`config.mk`:
```
export PLATFORM = sky130hd
export DESIGN_NAME = spm_mapper
export DESIGN_NICKNAME = d
export VERILOG_FILES = /design/src/spm_pkg.sv /design/src/spm_div_if.sv /design/src/spm_divider.sv /design/src/spm_mapper.sv
export VERILOG_INCLUDE_DIRS = /design/src
export SDC_FILE = /design/constraint.sdc
export NUM_CORES = 2
export LEC_CHECK = 0
export BUFFER_PORTS_ARGS = -buffer_cell sky130_fd_sc_hd__buf_2
export CAP_MARGIN = 0
export CORE_MARGIN = 10
export CORE_UTILIZATION = 45
export CTS_CLUSTER_SIZE = 30
export DETAILED_ROUTE_END_ITERATION = 7
export GPL_TIMING_DRIVEN = 1
export HOLD_SLACK_MARGIN = 0.08
export REMOVE_ABC_BUFFERS = 1
export SKIP_CTS_REPAIR_TIMING = 1
export SKIP_LAST_GASP = 1
export SLEW_MARGIN = 20
export SYNTH_ARGS = -nofsm -noshare
export SYNTH_HDL_FRONTEND = slang
export SYNTH_HIERARCHICAL = 1
export SYNTH_SLANG_ARGS = --single-unit
export TNS_END_PERCENT = 100
```
`constraint.sdc`:
```
create_clock -name clk -period 17.3 [get_ports clk]
set_input_delay 0 -clock clk [delete_from_list [all_inputs] [get_ports clk]]
set_output_delay 0 -clock clk [all_outputs]
set_load 0.005 [all_outputs]
```
`src/spm_defines.svh`:
```
// constants for the speed command and profile mapper
// assumes a 25 MHz core clock and a 12-bit duty scale
`ifndef SPM_DEFINES_SVH
`define SPM_DEFINES_SVH

`define SPM_CLK_HZ         25000000
`define SPM_DUTY_W         12
`define SPM_DUTY_FS        12'hFFF
`define SPM_VMAG_W         15
`define SPM_VEL_W          16
`define SPM_NUM_W          28
`define SPM_DEN_W          16
`define SPM_DIV_STEPS      5'h1C
`define SPM_FREQ_W         16
`define SPM_SLEEP_W        32
`define SPM_WIN_LAST       12'hFFF
`define SPM_GATE_TIME_MS   1000
`define SPM_GATE_CYCLES    ((`SPM_CLK_HZ / 1000) * `SPM_GATE_TIME_MS)
`define SPM_SRC_ANALOG     2'h0
`define SPM_SRC_PULSE      2'h1
`define SPM_SRC_SERIAL     2'h2
`define SPM_SRC_FREQ       2'h3
`define SPM_SHP_DIRECT     2'h0
`define SPM_SHP_LINEAR     2'h1
`define SPM_SHP_STAIR      2'h2
`define SPM_SHP_FWDREV     2'h3

`endif

```
`src/spm_pkg.sv`:
```
// types for the speed command and profile mapper
// assumes spm_defines.svh is on the include path
package spm_pkg;
  `include "spm_defines.svh"

  typedef logic [`SPM_DUTY_W-1:0] spm_duty_t;
  typedef logic [`SPM_VMAG_W-1:0] spm_vmag_t;

  typedef enum logic [1:0] {
    ST_CMD      = 2'b00,
    ST_CMD_DIV  = 2'b01,
    ST_PROF     = 2'b10,
    ST_PROF_DIV = 2'b11
  } spm_state_e;

  typedef struct packed {
    logic                     busy;
    logic [4:0]               cnt;
    logic [`SPM_DEN_W:0]      rem;
    logic [`SPM_NUM_W-1:0]    quo;
    logic                     done;
  } spm_div_s;
endpackage : spm_pkg

```
`src/spm_div_if.sv`:
```
// carrier between the mapper and its divider
// assumes one clock shared by both ends
`timescale 1ns/1ps
`include "spm_defines.svh"
interface spm_div_if;
  import spm_pkg::*;
  logic                  start;
  logic [`SPM_NUM_W-1:0] num;
  logic [`SPM_DEN_W-1:0] den;
  logic                  done;
  logic [`SPM_NUM_W-1:0] quot;
  modport client (output start, output num, output den,
                  input done, input quot);
  modport server (input start, input num, input den,
                  output done, output quot);
endinterface : spm_div_if

```
`src/spm_divider.sv`:
```
// sequential restoring divider, one quotient bit per clock
// assumes den is nonzero and num, den are held while busy
`timescale 1ns/1ps
`include "spm_defines.svh"
module spm_divider
  import spm_pkg::*;
(
  input  wire logic clk,
  input  wire logic srst,
  spm_div_if.server bus
);
  spm_div_s s_q;
  spm_div_s s_d;
  logic [`SPM_DEN_W:0] trial;

  always_comb
  begin
    s_d = s_q;
    trial = '0;
    s_d.done = 1'b0;
    if (!s_q.busy && bus.start)
    begin
      s_d.busy = 1'b1;
      s_d.cnt = `SPM_DIV_STEPS;
      s_d.rem = '0;
      s_d.quo = bus.num;
    end
    else if (s_q.busy)
    begin
      trial = {s_q.rem[`SPM_DEN_W-1:0], s_q.quo[`SPM_NUM_W-1]};
      s_d.quo = {s_q.quo[`SPM_NUM_W-2:0], 1'b0};
      if (trial >= {1'b0, bus.den})
      begin
        trial = trial - {1'b0, bus.den};
        s_d.quo[0] = 1'b1;
      end
      s_d.rem = trial;
      s_d.cnt = s_q.cnt - 5'h01;
      if (s_q.cnt == 5'h01)
      begin
        s_d.busy = 1'b0;
        s_d.done = 1'b1;
      end
    end
  end

  always_ff @(posedge clk)
  begin
    if (srst)
      s_q <= '0;
    else
      s_q <= s_d;
  end

  assign bus.done = s_q.done;
  assign bus.quot = s_q.quo;
endmodule : spm_divider

```
`src/spm_mapper.sv`:
```
// speed command source selection, serial sleep/standby, profile shaping
// assumes all inputs synchronous to clk and stable settings
`timescale 1ns/1ps
`include "spm_defines.svh"

// Summary of operation
// source 10: duty command is the serial speed command value
// serial: sleep when pin low after zero command longer than entry delay
// serial: leave sleep when pin above exit level, resume serial command
// serial: standby while command at or below threshold and pin above exit
// source 11: duty command linear in measured pin frequency
// frequency at or below standby entry gives zero duty
// linear from standby exit to ceiling, full scale above ceiling
// shape 00: velocity target follows duty command directly
// direct shape: changes smaller than deadband leave target unchanged while command is above deadband
// zero command stops the motor for every shape
// shape 01: piecewise linear through breakpoints A to E
// while off, start only above low turn-on point, to low plateau
// hold low plateau above low turn-off, else low cutoff velocity
// hold high plateau up to high turn-off, else high cutoff velocity
// while off, start high side only below high turn-on point
// shape 10: velocity steps at each breakpoint
// shape 11: direction reverses at breakpoint C
// forward: interpolate to A, hold A to B, off above B
// reverse above D: hold D to E, interpolate to high plateau
// host sets sleep delay longer than pulse low time at lowest duty
// source 01: duty command from pulse duty cycle on speed pin
// zero top velocity limit clamps target to zero
// profile re-evaluated continuously on any command or setting change
// zero stop first, then breakpoints searched in ascending order
module spm_mapper
  import spm_pkg::*;
#(
  parameter int GATE_CYCLES = `SPM_GATE_CYCLES
)
(
  input  wire logic                     clk,
  input  wire logic                     srst,
  input  wire logic [1:0]               speed_source,
  input  wire logic [1:0]               profile_shape,
  input  wire logic                     speed_pin,
  input  wire logic                     pin_below_sleep,
  input  wire logic                     pin_above_wake,
  input  wire spm_duty_t                analog_duty,
  input  wire spm_duty_t                serial_speed_cmd,
  input  wire spm_duty_t                serial_standby_thr,
  input  wire logic [`SPM_SLEEP_W-1:0]  sleep_entry_cycles,
  input  wire logic [`SPM_FREQ_W-1:0]   freq_standby_entry,
  input  wire logic [`SPM_FREQ_W-1:0]   freq_standby_exit,
  input  wire logic [`SPM_FREQ_W-1:0]   freq_ceiling,
  input  wire spm_duty_t                command_deadband,
  input  wire spm_vmag_t                max_velocity,
  input  wire spm_duty_t                low_turn_on_point,
  input  wire spm_duty_t                low_turn_off_point,
  input  wire spm_duty_t                low_plateau_end,
  input  wire spm_duty_t                duty_a,
  input  wire spm_duty_t                duty_b,
  input  wire spm_duty_t                duty_c,
  input  wire spm_duty_t                duty_d,
  input  wire spm_duty_t                duty_e,
  input  wire spm_duty_t                high_plateau_start,
  input  wire spm_duty_t                high_turn_on_point,
  input  wire spm_duty_t                high_turn_off_point,
  input  wire spm_vmag_t                low_plateau_velocity,
  input  wire spm_vmag_t                low_cutoff_velocity,
  input  wire spm_vmag_t                velocity_a,
  input  wire spm_vmag_t                velocity_b,
  input  wire spm_vmag_t                velocity_d,
  input  wire spm_vmag_t                velocity_e,
  input  wire spm_vmag_t                high_plateau_velocity,
  input  wire spm_vmag_t                high_cutoff_velocity,
  input  wire spm_vmag_t                velocity_c,
  output logic [`SPM_FREQ_W-1:0]        measured_freq,
  output spm_duty_t                     duty_command,
  output logic signed [`SPM_VEL_W-1:0]  velocity_target,
  output logic                          sleep_state,
  output logic                          standby_state
);
  typedef struct packed {
    spm_state_e               st;
    logic                     pin_prev;
    logic [31:0]              gate_cnt;
    logic [`SPM_FREQ_W-1:0]   edge_cnt;
    logic [`SPM_FREQ_W-1:0]   freq;
    logic [`SPM_DUTY_W-1:0]   win_cnt;
    logic [`SPM_DUTY_W:0]     high_cnt;
    spm_duty_t                pwm_duty;
    logic [`SPM_SLEEP_W-1:0]  zero_cnt;
    logic                     sleep;
    logic                     standby;
    spm_duty_t                duty;
    spm_duty_t                dref;
    logic signed [`SPM_VEL_W-1:0] vel;
    spm_vmag_t                y0;
    logic                     dy_neg;
    logic                     neg;
    logic                     div_start;
    logic [`SPM_NUM_W-1:0]    div_num;
    logic [`SPM_DEN_W-1:0]    div_den;
  } spm_main_s;

  spm_main_s s_q;
  spm_main_s s_d;
  spm_div_if div_bus ();

  spm_divider u_div (
    .clk  (clk),
    .srst (srst),
    .bus  (div_bus)
  );

  assign div_bus.start = s_q.div_start;
  assign div_bus.num   = s_q.div_num;
  assign div_bus.den   = s_q.div_den;

  function automatic spm_vmag_t vmin(input spm_vmag_t a, input spm_vmag_t b);
    vmin = (a < b) ? a : b;
  endfunction : vmin

  function automatic logic signed [`SPM_VEL_W-1:0] vsign(
    input spm_vmag_t m, input logic n);
    vsign = n ? -$signed({1'b0, m}) : $signed({1'b0, m});
  endfunction : vsign

  spm_duty_t               px [7];
  spm_vmag_t               py [7];
  spm_duty_t               d;
  spm_duty_t               x0;
  spm_duty_t               x1;
  spm_vmag_t               y1;
  spm_vmag_t               mag;
  spm_vmag_t               dy;
  logic                    interp;
  logic                    found;
  logic                    off_now;
  logic [`SPM_DUTY_W+`SPM_VMAG_W-1:0] prod;
  logic [`SPM_FREQ_W-1:0]  fspan;
  spm_vmag_t               qmag;

  always_comb
  begin
    s_d = s_q;
    s_d.div_start = 1'b0;
    d = s_q.duty;
    x0 = '0;
    x1 = '0;
    y1 = '0;
    mag = '0;
    dy = '0;
    interp = 1'b0;
    found = 1'b0;
    off_now = (s_q.vel == '0);
    prod = '0;
    fspan = '0;
    qmag = '0;
    px = '{low_plateau_end, duty_a, duty_b, duty_c, duty_d, duty_e,
           high_plateau_start};
    py = '{low_plateau_velocity, velocity_a, velocity_b, velocity_c,
           velocity_d, velocity_e, high_plateau_velocity};

    // frequency gate: rising edges counted per gate window
    s_d.pin_prev = speed_pin;
    if (speed_pin && !s_q.pin_prev && s_q.edge_cnt != '1)
      s_d.edge_cnt = s_q.edge_cnt + 16'h0001;
    if (s_q.gate_cnt == 32'(GATE_CYCLES - 1))
    begin
      s_d.gate_cnt = '0;
      s_d.freq = s_d.edge_cnt;
      s_d.edge_cnt = '0;
    end
    else
      s_d.gate_cnt = s_q.gate_cnt + 32'h0000_0001;

    // pulse duty: high cycles over a 4096-cycle window
    s_d.win_cnt = s_q.win_cnt + 12'h001;
    s_d.high_cnt = s_q.high_cnt + {12'h000, speed_pin};
    if (s_q.win_cnt == `SPM_WIN_LAST)
    begin
      s_d.pwm_duty = s_d.high_cnt[`SPM_DUTY_W] ? `SPM_DUTY_FS
                                               : s_d.high_cnt[11:0];
      s_d.high_cnt = '0;
    end

    // serial sleep and standby
    if (speed_source == `SPM_SRC_SERIAL)
    begin
      if (serial_speed_cmd != '0)
        s_d.zero_cnt = '0;
      else if (s_q.zero_cnt != '1)
        s_d.zero_cnt = s_q.zero_cnt + 32'h0000_0001;
      if (s_q.sleep && pin_above_wake)
        s_d.sleep = 1'b0;
      else if (pin_below_sleep && serial_speed_cmd == '0 &&
               s_q.zero_cnt >= sleep_entry_cycles)
        s_d.sleep = 1'b1;
      s_d.standby = (serial_speed_cmd <= serial_standby_thr) &&
                    pin_above_wake;
    end
    else
    begin
      s_d.zero_cnt = '0;
      s_d.sleep = 1'b0;
      s_d.standby = 1'b0;
    end

    case (s_q.st)
      ST_CMD:
      begin
        s_d.st = ST_PROF;
        case (speed_source)
          `SPM_SRC_PULSE:  s_d.duty = s_q.pwm_duty;
          `SPM_SRC_SERIAL: s_d.duty = (s_q.sleep || s_d.standby) ? '0
                                      : serial_speed_cmd;
          `SPM_SRC_FREQ:
          begin
            if (s_q.freq <= freq_standby_entry ||
                s_q.freq < freq_standby_exit)
              s_d.duty = '0;
            else if (s_q.freq >= freq_ceiling)
              s_d.duty = `SPM_DUTY_FS;
            else
            begin
              fspan = s_q.freq - freq_standby_exit;
              s_d.div_num = `SPM_NUM_W'(fspan * `SPM_DUTY_FS);
              s_d.div_den = freq_ceiling - freq_standby_exit;
              s_d.div_start = 1'b1;
              s_d.st = ST_CMD_DIV;
            end
          end
          default:         s_d.duty = analog_duty;
        endcase
      end
      ST_CMD_DIV:
      begin
        if (div_bus.done)
        begin
          s_d.duty = (div_bus.quot > `SPM_NUM_W'(`SPM_DUTY_FS)) ?
                     `SPM_DUTY_FS : div_bus.quot[`SPM_DUTY_W-1:0];
          s_d.st = ST_PROF;
        end
      end
      ST_PROF:
      begin
        s_d.st = ST_CMD;
        s_d.neg = 1'b0;
        if (d == '0 || max_velocity == '0)
          mag = '0;
        else if (profile_shape == `SPM_SHP_DIRECT)
        begin
          prod = d * max_velocity;
          if (d <= command_deadband ||
              (d > s_q.dref ? d - s_q.dref : s_q.dref - d)
                >= command_deadband)
          begin
            mag = prod[`SPM_DUTY_W+`SPM_VMAG_W-1:`SPM_DUTY_W];
            s_d.dref = d;
          end
          else
            mag = s_q.vel[`SPM_VMAG_W-1:0];
        end
        else if (profile_shape == `SPM_SHP_FWDREV)
        begin
          s_d.neg = (d >= duty_c);
          if (d < low_turn_off_point)
            mag = low_cutoff_velocity;
          else if (d <= low_plateau_end)
            mag = (off_now && d <= low_turn_on_point) ? '0
                  : low_plateau_velocity;
          else if (d < duty_a)
          begin
            x0 = low_plateau_end;
            x1 = duty_a;
            s_d.y0 = low_plateau_velocity;
            y1 = velocity_a;
            interp = 1'b1;
          end
          else if (d <= duty_b)
            mag = velocity_a;
          else if (d < duty_d)
            mag = '0;
          else if (d <= duty_e)
            mag = velocity_d;
          else if (d < high_plateau_start)
          begin
            x0 = duty_e;
            x1 = high_plateau_start;
            s_d.y0 = velocity_e;
            y1 = high_plateau_velocity;
            interp = 1'b1;
          end
          else if (d <= high_turn_off_point)
            mag = (off_now && d >= high_turn_on_point) ? '0
                  : high_plateau_velocity;
          else
            mag = high_cutoff_velocity;
        end
        else
        begin
          if (d < low_turn_off_point)
            mag = low_cutoff_velocity;
          else if (d <= low_plateau_end)
            mag = (off_now && d <= low_turn_on_point) ? '0
                  : low_plateau_velocity;
          else if (d < high_plateau_start)
          begin
            for (int i = 0; i < 6; i++)
            begin
              if (!found && d >= px[i] && d < px[i+1])
              begin
                found = 1'b1;
                x0 = px[i];
                x1 = px[i+1];
                s_d.y0 = py[i];
                y1 = py[i+1];
                mag = py[i+1];
              end
            end
            interp = found && (profile_shape == `SPM_SHP_LINEAR);
          end
          else if (d <= high_turn_off_point)
            mag = (off_now && d >= high_turn_on_point) ? '0
                  : high_plateau_velocity;
          else
            mag = high_cutoff_velocity;
        end
        if (interp)
        begin
          s_d.dy_neg = (y1 < s_d.y0);
          dy = s_d.dy_neg ? s_d.y0 - y1 : y1 - s_d.y0;
          prod = (d - x0) * dy;
          s_d.div_num = `SPM_NUM_W'(prod);
          s_d.div_den = `SPM_DEN_W'(x1 - x0);
          s_d.div_start = 1'b1;
          s_d.st = ST_PROF_DIV;
        end
        else
          s_d.vel = vsign(vmin(mag, max_velocity), s_d.neg);
      end
      ST_PROF_DIV:
      begin
        if (div_bus.done)
        begin
          qmag = div_bus.quot[`SPM_VMAG_W-1:0];
          mag = s_q.dy_neg ? s_q.y0 - qmag : s_q.y0 + qmag;
          s_d.vel = vsign(vmin(mag, max_velocity), s_q.neg);
          s_d.st = ST_CMD;
        end
      end
      default: s_d.st = ST_CMD;
    endcase
  end

  always_ff @(posedge clk)
  begin
    if (srst)
      s_q <= '0;
    else
      s_q <= s_d;
  end

  assign measured_freq   = s_q.freq;
  assign duty_command    = s_q.duty;
  assign velocity_target = s_q.vel;
  assign sleep_state     = s_q.sleep;
  assign standby_state   = s_q.standby;
endmodule : spm_mapper

```
# After elaboration in Yosys (flattened, before gate mapping)
# Cells that the tools add are included.
# W data, S select, Z words.
[op_classes]
muxes = 202
addsub = 19
n_mul = 3
reduce_logical = 55
magnitude_cmp = 32
eq_ne = 21
n_bitwise = 3
[ops]
columns = ["cell", "n"]
rows = [
  ["$mux W15", 62],
  ["$mux W12", 47],
  ["$mux W45", 4],
  ["$ge A12 B12 Y1", 8],
  ["$pmux W45 S2", 1],
  ["$le A12 B12 Y1", 7],
  ["$lt A12 B12 Y1", 7],
  ["$mux W16", 5],
  ["$mux W1", 70],
  ["$add A32 B1 Y32 const B", 2],
  ["$mux W52", 1],
  ["$mux W51", 1],
  ["$lt A15 B15 Y1", 3],
  ["$sub A15 B15 Y15", 3],
  ["$pmux W12 S3", 1],
  ["$eq A32 B25 Y1 const B", 1],
  ["$ge A32 B32 Y1", 1],
  ["$ne A32 B32 Y1 const B", 1],
  ["$neg A15 Y16", 2],
  ["$pmux W16 S2", 1],
  ["$sub A16 B16 Y16", 2],
  ["$gt A28 B12 Y1 const B", 1],
  ["$mul A16 B12 Y28 const B", 1],
  ["$mul A12 B15 Y27", 1],
  ["42 further kinds", 102],
]
[word_totals]
regBits = 292
input_bits = 419

# Depth between registers and ports, before layout
[logic_depth]
word_depth = 75
depth_mapped = 62

# By module
# The synthesis kept the hierarchy.
[by_module_without_submodules]
columns = ["mod", "n_inst", "cells_per_inst", "area_each_um2"]
rows = [
  ["spm_mapper", 1, 5639, 43576.8],
  ["spm_divider", 1, 412, 3342.0],
]

# Least setup slack after synthesis
# Ideal clock, no wire load.
[synth_path]
path_kind = "reg-to-reg"
from = "register s_q (netlist bit duty_command[1])"
to = "register s_q (netlist bit div_bus.num[25])"
n_path_buf = 7
path_slack_ns = 4.613
arrival_ns = 12.559
stages_incl_launch_ff = 60
required_time_ns = 17.172
path_cell_list = "dfxtp_1 > ha_1 > and4b_1 > a211oi_1 > o41ai_1 > o311a_1 > buf_4 > nor4b_4 > and2_1 > buf_2 > clkbuf_1 > buf_1 > nor3_1 > a211oi_1 > nor3_1 > a21oi_1 > o22ai_1 > a22oi_1 > [... 24 more ...] > fa_1 > ha_1 > ha_1 > inv_1 > o21bai_1 > a21o_1 > a21oi_1 > o21bai_1 > a211oi_1 > o21ai_0 > nand2_1 > o21ai_0 > o31a_1 > or4_1 > a31oi_1 > xnor2_1 > a222oi_1 > nor2_1"
[synth_via]
elab_chain_cells = 75
elab_cells_between_ends = 167
[synth_lines]
columns = ["item", "line_no", "text"]
rows = [
  ["from (decl)", "spm_mapper.sv:102", "spm_main_s s_q;"],
  ["from (signal assigned)", "spm_mapper.sv:356", "s_q <= '0;"],
  ["from (signal assigned)", "spm_mapper.sv:358", "s_q <= s_d;"],
  ["parallel branches: the longest is 75 deep, another holds $ge A12 B12 Y1", "-", ""],
]
# Parallel ways; which one is timed is not known. The select of a mux whose other input is x is not followed.
# A chain may end at the register's enable or synchronous reset.

# Worst setup path after layout
# Ends and elaborated chain as after synthesis.

==> flow_metrics.env <==
export IMPL_synth_edf_count=0
export IMPL_crit_top_cell="a21oi_1"
export IMPL_p_total_mw=7.00
export IMPL_worstSetupPathType="reg2reg"
export IMPL_htreeDepth=2
export IMPL_syn_inst=6051
export IMPL_place_gp_congestion=1.03
export IMPL_area_growth_pct=9.95
export IMPL_yosys_top_cells_count="inv_1, nor2_1, ha_1, nand2_1, a21oi_1"
export IMPL_slowest_delay_ns=0.70
export IMPL_wl_per_cell_um=24.3
export IMPL_drc=0
export IMPL_drv_slew=0
export IMPL_ys_seq_area_share_pct=12.4
export IMPL_coreArea_um2=103000
export IMPL_clock_latency_ns=0.61
export IMPL_finalSetupTns_ns=0
export IMPL_endpoint_kind="flip-flop"
export IMPL_synthTopCellsByArea="ha_1, fa_1, dfxtp_1, inv_1, a21oi_1"
export IMPL_cellLeakagePower_nw=25.1
export IMPL_finalSetupViolations=0
export IMPL_clockBufferDepth=3
export IMPL_async_flop_share_pct=0
export IMPL_syn_cell_area_um2=46900
export IMPL_max_freq_ghz=0.0687
export IMPL_cts_sinks=291
export IMPL_cts_tree="built"
export IMPL_grt_use_total_pct=31.0
export IMPL_critPathSlowestCell="dfxtp_2"
export IMPL_layout_min_cycle_time_ns=14.55
export IMPL_start_util_pct=45.3
export IMPL_critPathLaunchType="flip-flop"
export IMPL_reg2reg_depth=55
export IMPL_hold_depth=5
export IMPL_io_pins=465
export IMPL_synth_most_common_cell="inv_1"
export IMPL_nets=7728
export IMPL_via_count=45432
export IMPL_fin_skew_ns=0.0320
export IMPL_hold_path_class="in2reg"
export IMPL_finalCritPeriodShare_pct=84.1
export IMPL_hpwl_mm=153
export IMPL_drtIter0Drc=3961
export IMPL_synth_top_area_share_pct=16.4
export IMPL_ys_warn_count=6
export IMPL_wl_mm=188
export IMPL_worst_pin_slew_ns=1.16
export IMPL_hold_violations=0
export IMPL_grt_max_degree=101
export IMPL_cts_inserted_buffers=39
export IMPL_grt_pass1_wl_mm=281
export IMPL_cp_required_ns=17.75
export IMPL_cp_max_fo=38
export IMPL_ys_seq_elements=291
export IMPL_slew_headroom_pct=22.6
export IMPL_ant_nets=0
export IMPL_fin_util_pct=49.8
export IMPL_gr_total_overflow=0
export IMPL_dr_pass1_iters=6
export IMPL_arrival_ns=15.00
export IMPL_path_clk_slew_ns=0.06
export IMPL_syn_area_per_cell_um2=7.75
export IMPL_fillCellCount=10291
export IMPL_dieArea_um2=118000
export IMPL_outcome="finished, final reports clean"
export IMPL_synthDistinctLibCells=109
export IMPL_antenna_found_initial=31
export IMPL_portBuffers=464
export IMPL_cap_violations=0
export IMPL_p_per_area_nw_per_um2=136
export IMPL_clockRootBuffer="clkbuf_16"
export IMPL_vdd_ir_drop_max_mv=0.235
export IMPL_vias_per_cell=5.87
export IMPL_synth_top_area_cell="ha_1"
export IMPL_die_h_um=343
export IMPL_rows=118
export IMPL_die_x_um=343
export IMPL_grt_pass1_vias=44781
export IMPL_synthFlopType="dfxtp_1"
export IMPL_drive_gt1_share_pct=11.2
export IMPL_rsz0062_at_grt="no"
[routing by layer]
metal | vias up | share of wire [%] | GRT usage, %
met5 | - | 0.12 | 0
met4 | 34 | 5.1 | 13.6
met3 | 469 | 9.9 | 8.20
met2 | 2094 | 44 | 49.1
met1 | 21651 | 41 | 39.4
li1 | 21184 | - | -
[per-stage QoR]
step	std cells	hold WS (ns)	instance area, um2	setup slack, ns
2_1_floorplan	5718	0.0646	45400	1.35
3_3_place_gp	7640	0.271	50100	3.19
3_5_place_dp	7640	0.279	50100	2.97
4_1_cts	7712	-0.344	51400	2.87
5_1_grt	7731	0.0885	51600	1.81
6_report	7741	0.0591	51600	2.75
[layout make-up]
type,instances,area [um2],area share [%]
diodes,15,37.5,0.0728
flip-flops and latches,291,5840,11.3
multi-input cells,4615,36600,70.9
repair buffers,556,3050,5.92
clock inverters,19,225,0.437
inverters,812,3050,5.91
well taps,1380,1730,3.35
clock buffers,53,1070,2.07
[worst paths after layout]
check	from	endpoint	slack, ns
hold / removal	low_plateau_velocity[11]	s_q[58]	0.06
setup / recovery	duty_command[1]	div_bus.num[25]	2.75
setup reg to reg	duty_command[1]	div_bus.num[25]	2.75
hold reg to reg	s_q[161]	s_q[161]	0.45
[cells by family after synthesis]
group,count (synthesis),share of synthesized area [%]
flops,291,12.4
xor+xnor,267,4.98
simple gates,1822,17.7
fa+ha+maj,994,32.6
buf+inv,1145,9.83
mux,101,2.19
compound gates,1431,20.3
[cell usage in the layout, fill, tap and decap left out, drive strengths merged, types with 21 or more instances in the layout]
master and instances:
nand4 68, and2 46, a21o 112, a22oi 71, o21a 36, a222oi 31, buf 542, o22ai 42
fa 380, nor2b 69, o21bai 45, xnor2 152, a31oi 27, or2 21, nand2b 54, nand2 530
o211ai 39, nor4 29, a21oi 491, o21ai 188, mux2i 89, a211oi 122, and3 62, inv 812
nand3 134, dfxtp 291, xor2 115, clkbuf 53, nor2 647, or3 23, ha 614, nor3 92
[flip-flops by register name, summed over array words and instances, names as in the netlist, 12 cells and up]
register / cells
u_div/bus.quot: 28
measured_freq: 16
s_q: 149
velocity_target: 16
u_div/s_q: 22
duty_command: 12
div_bus.num: 28
div_bus.den: 16
[where the power goes]
| part | switching [mW] | leakage (nW) | internal [mW] |
|---|---|---|---|
| sequential | 0.0207 | 2.35 | 0.682 |
| combinational | 3.24 | 22.1 | 2.22 |
| clock | 0.364 | 0.622 | 0.474 |
[worst max-delay path, delay by kind of cell, from the launching register on]
family          cells  cell delay [ns]
compound gates     26             5.30
xor+xnor            2             0.23
flops               1             0.70
mux                 1             0.44
buf+inv            10             1.76
simple gates        7             2.16
fa+ha+maj           9             3.74
No activity file was read; power rests on OpenSTA's default activity.
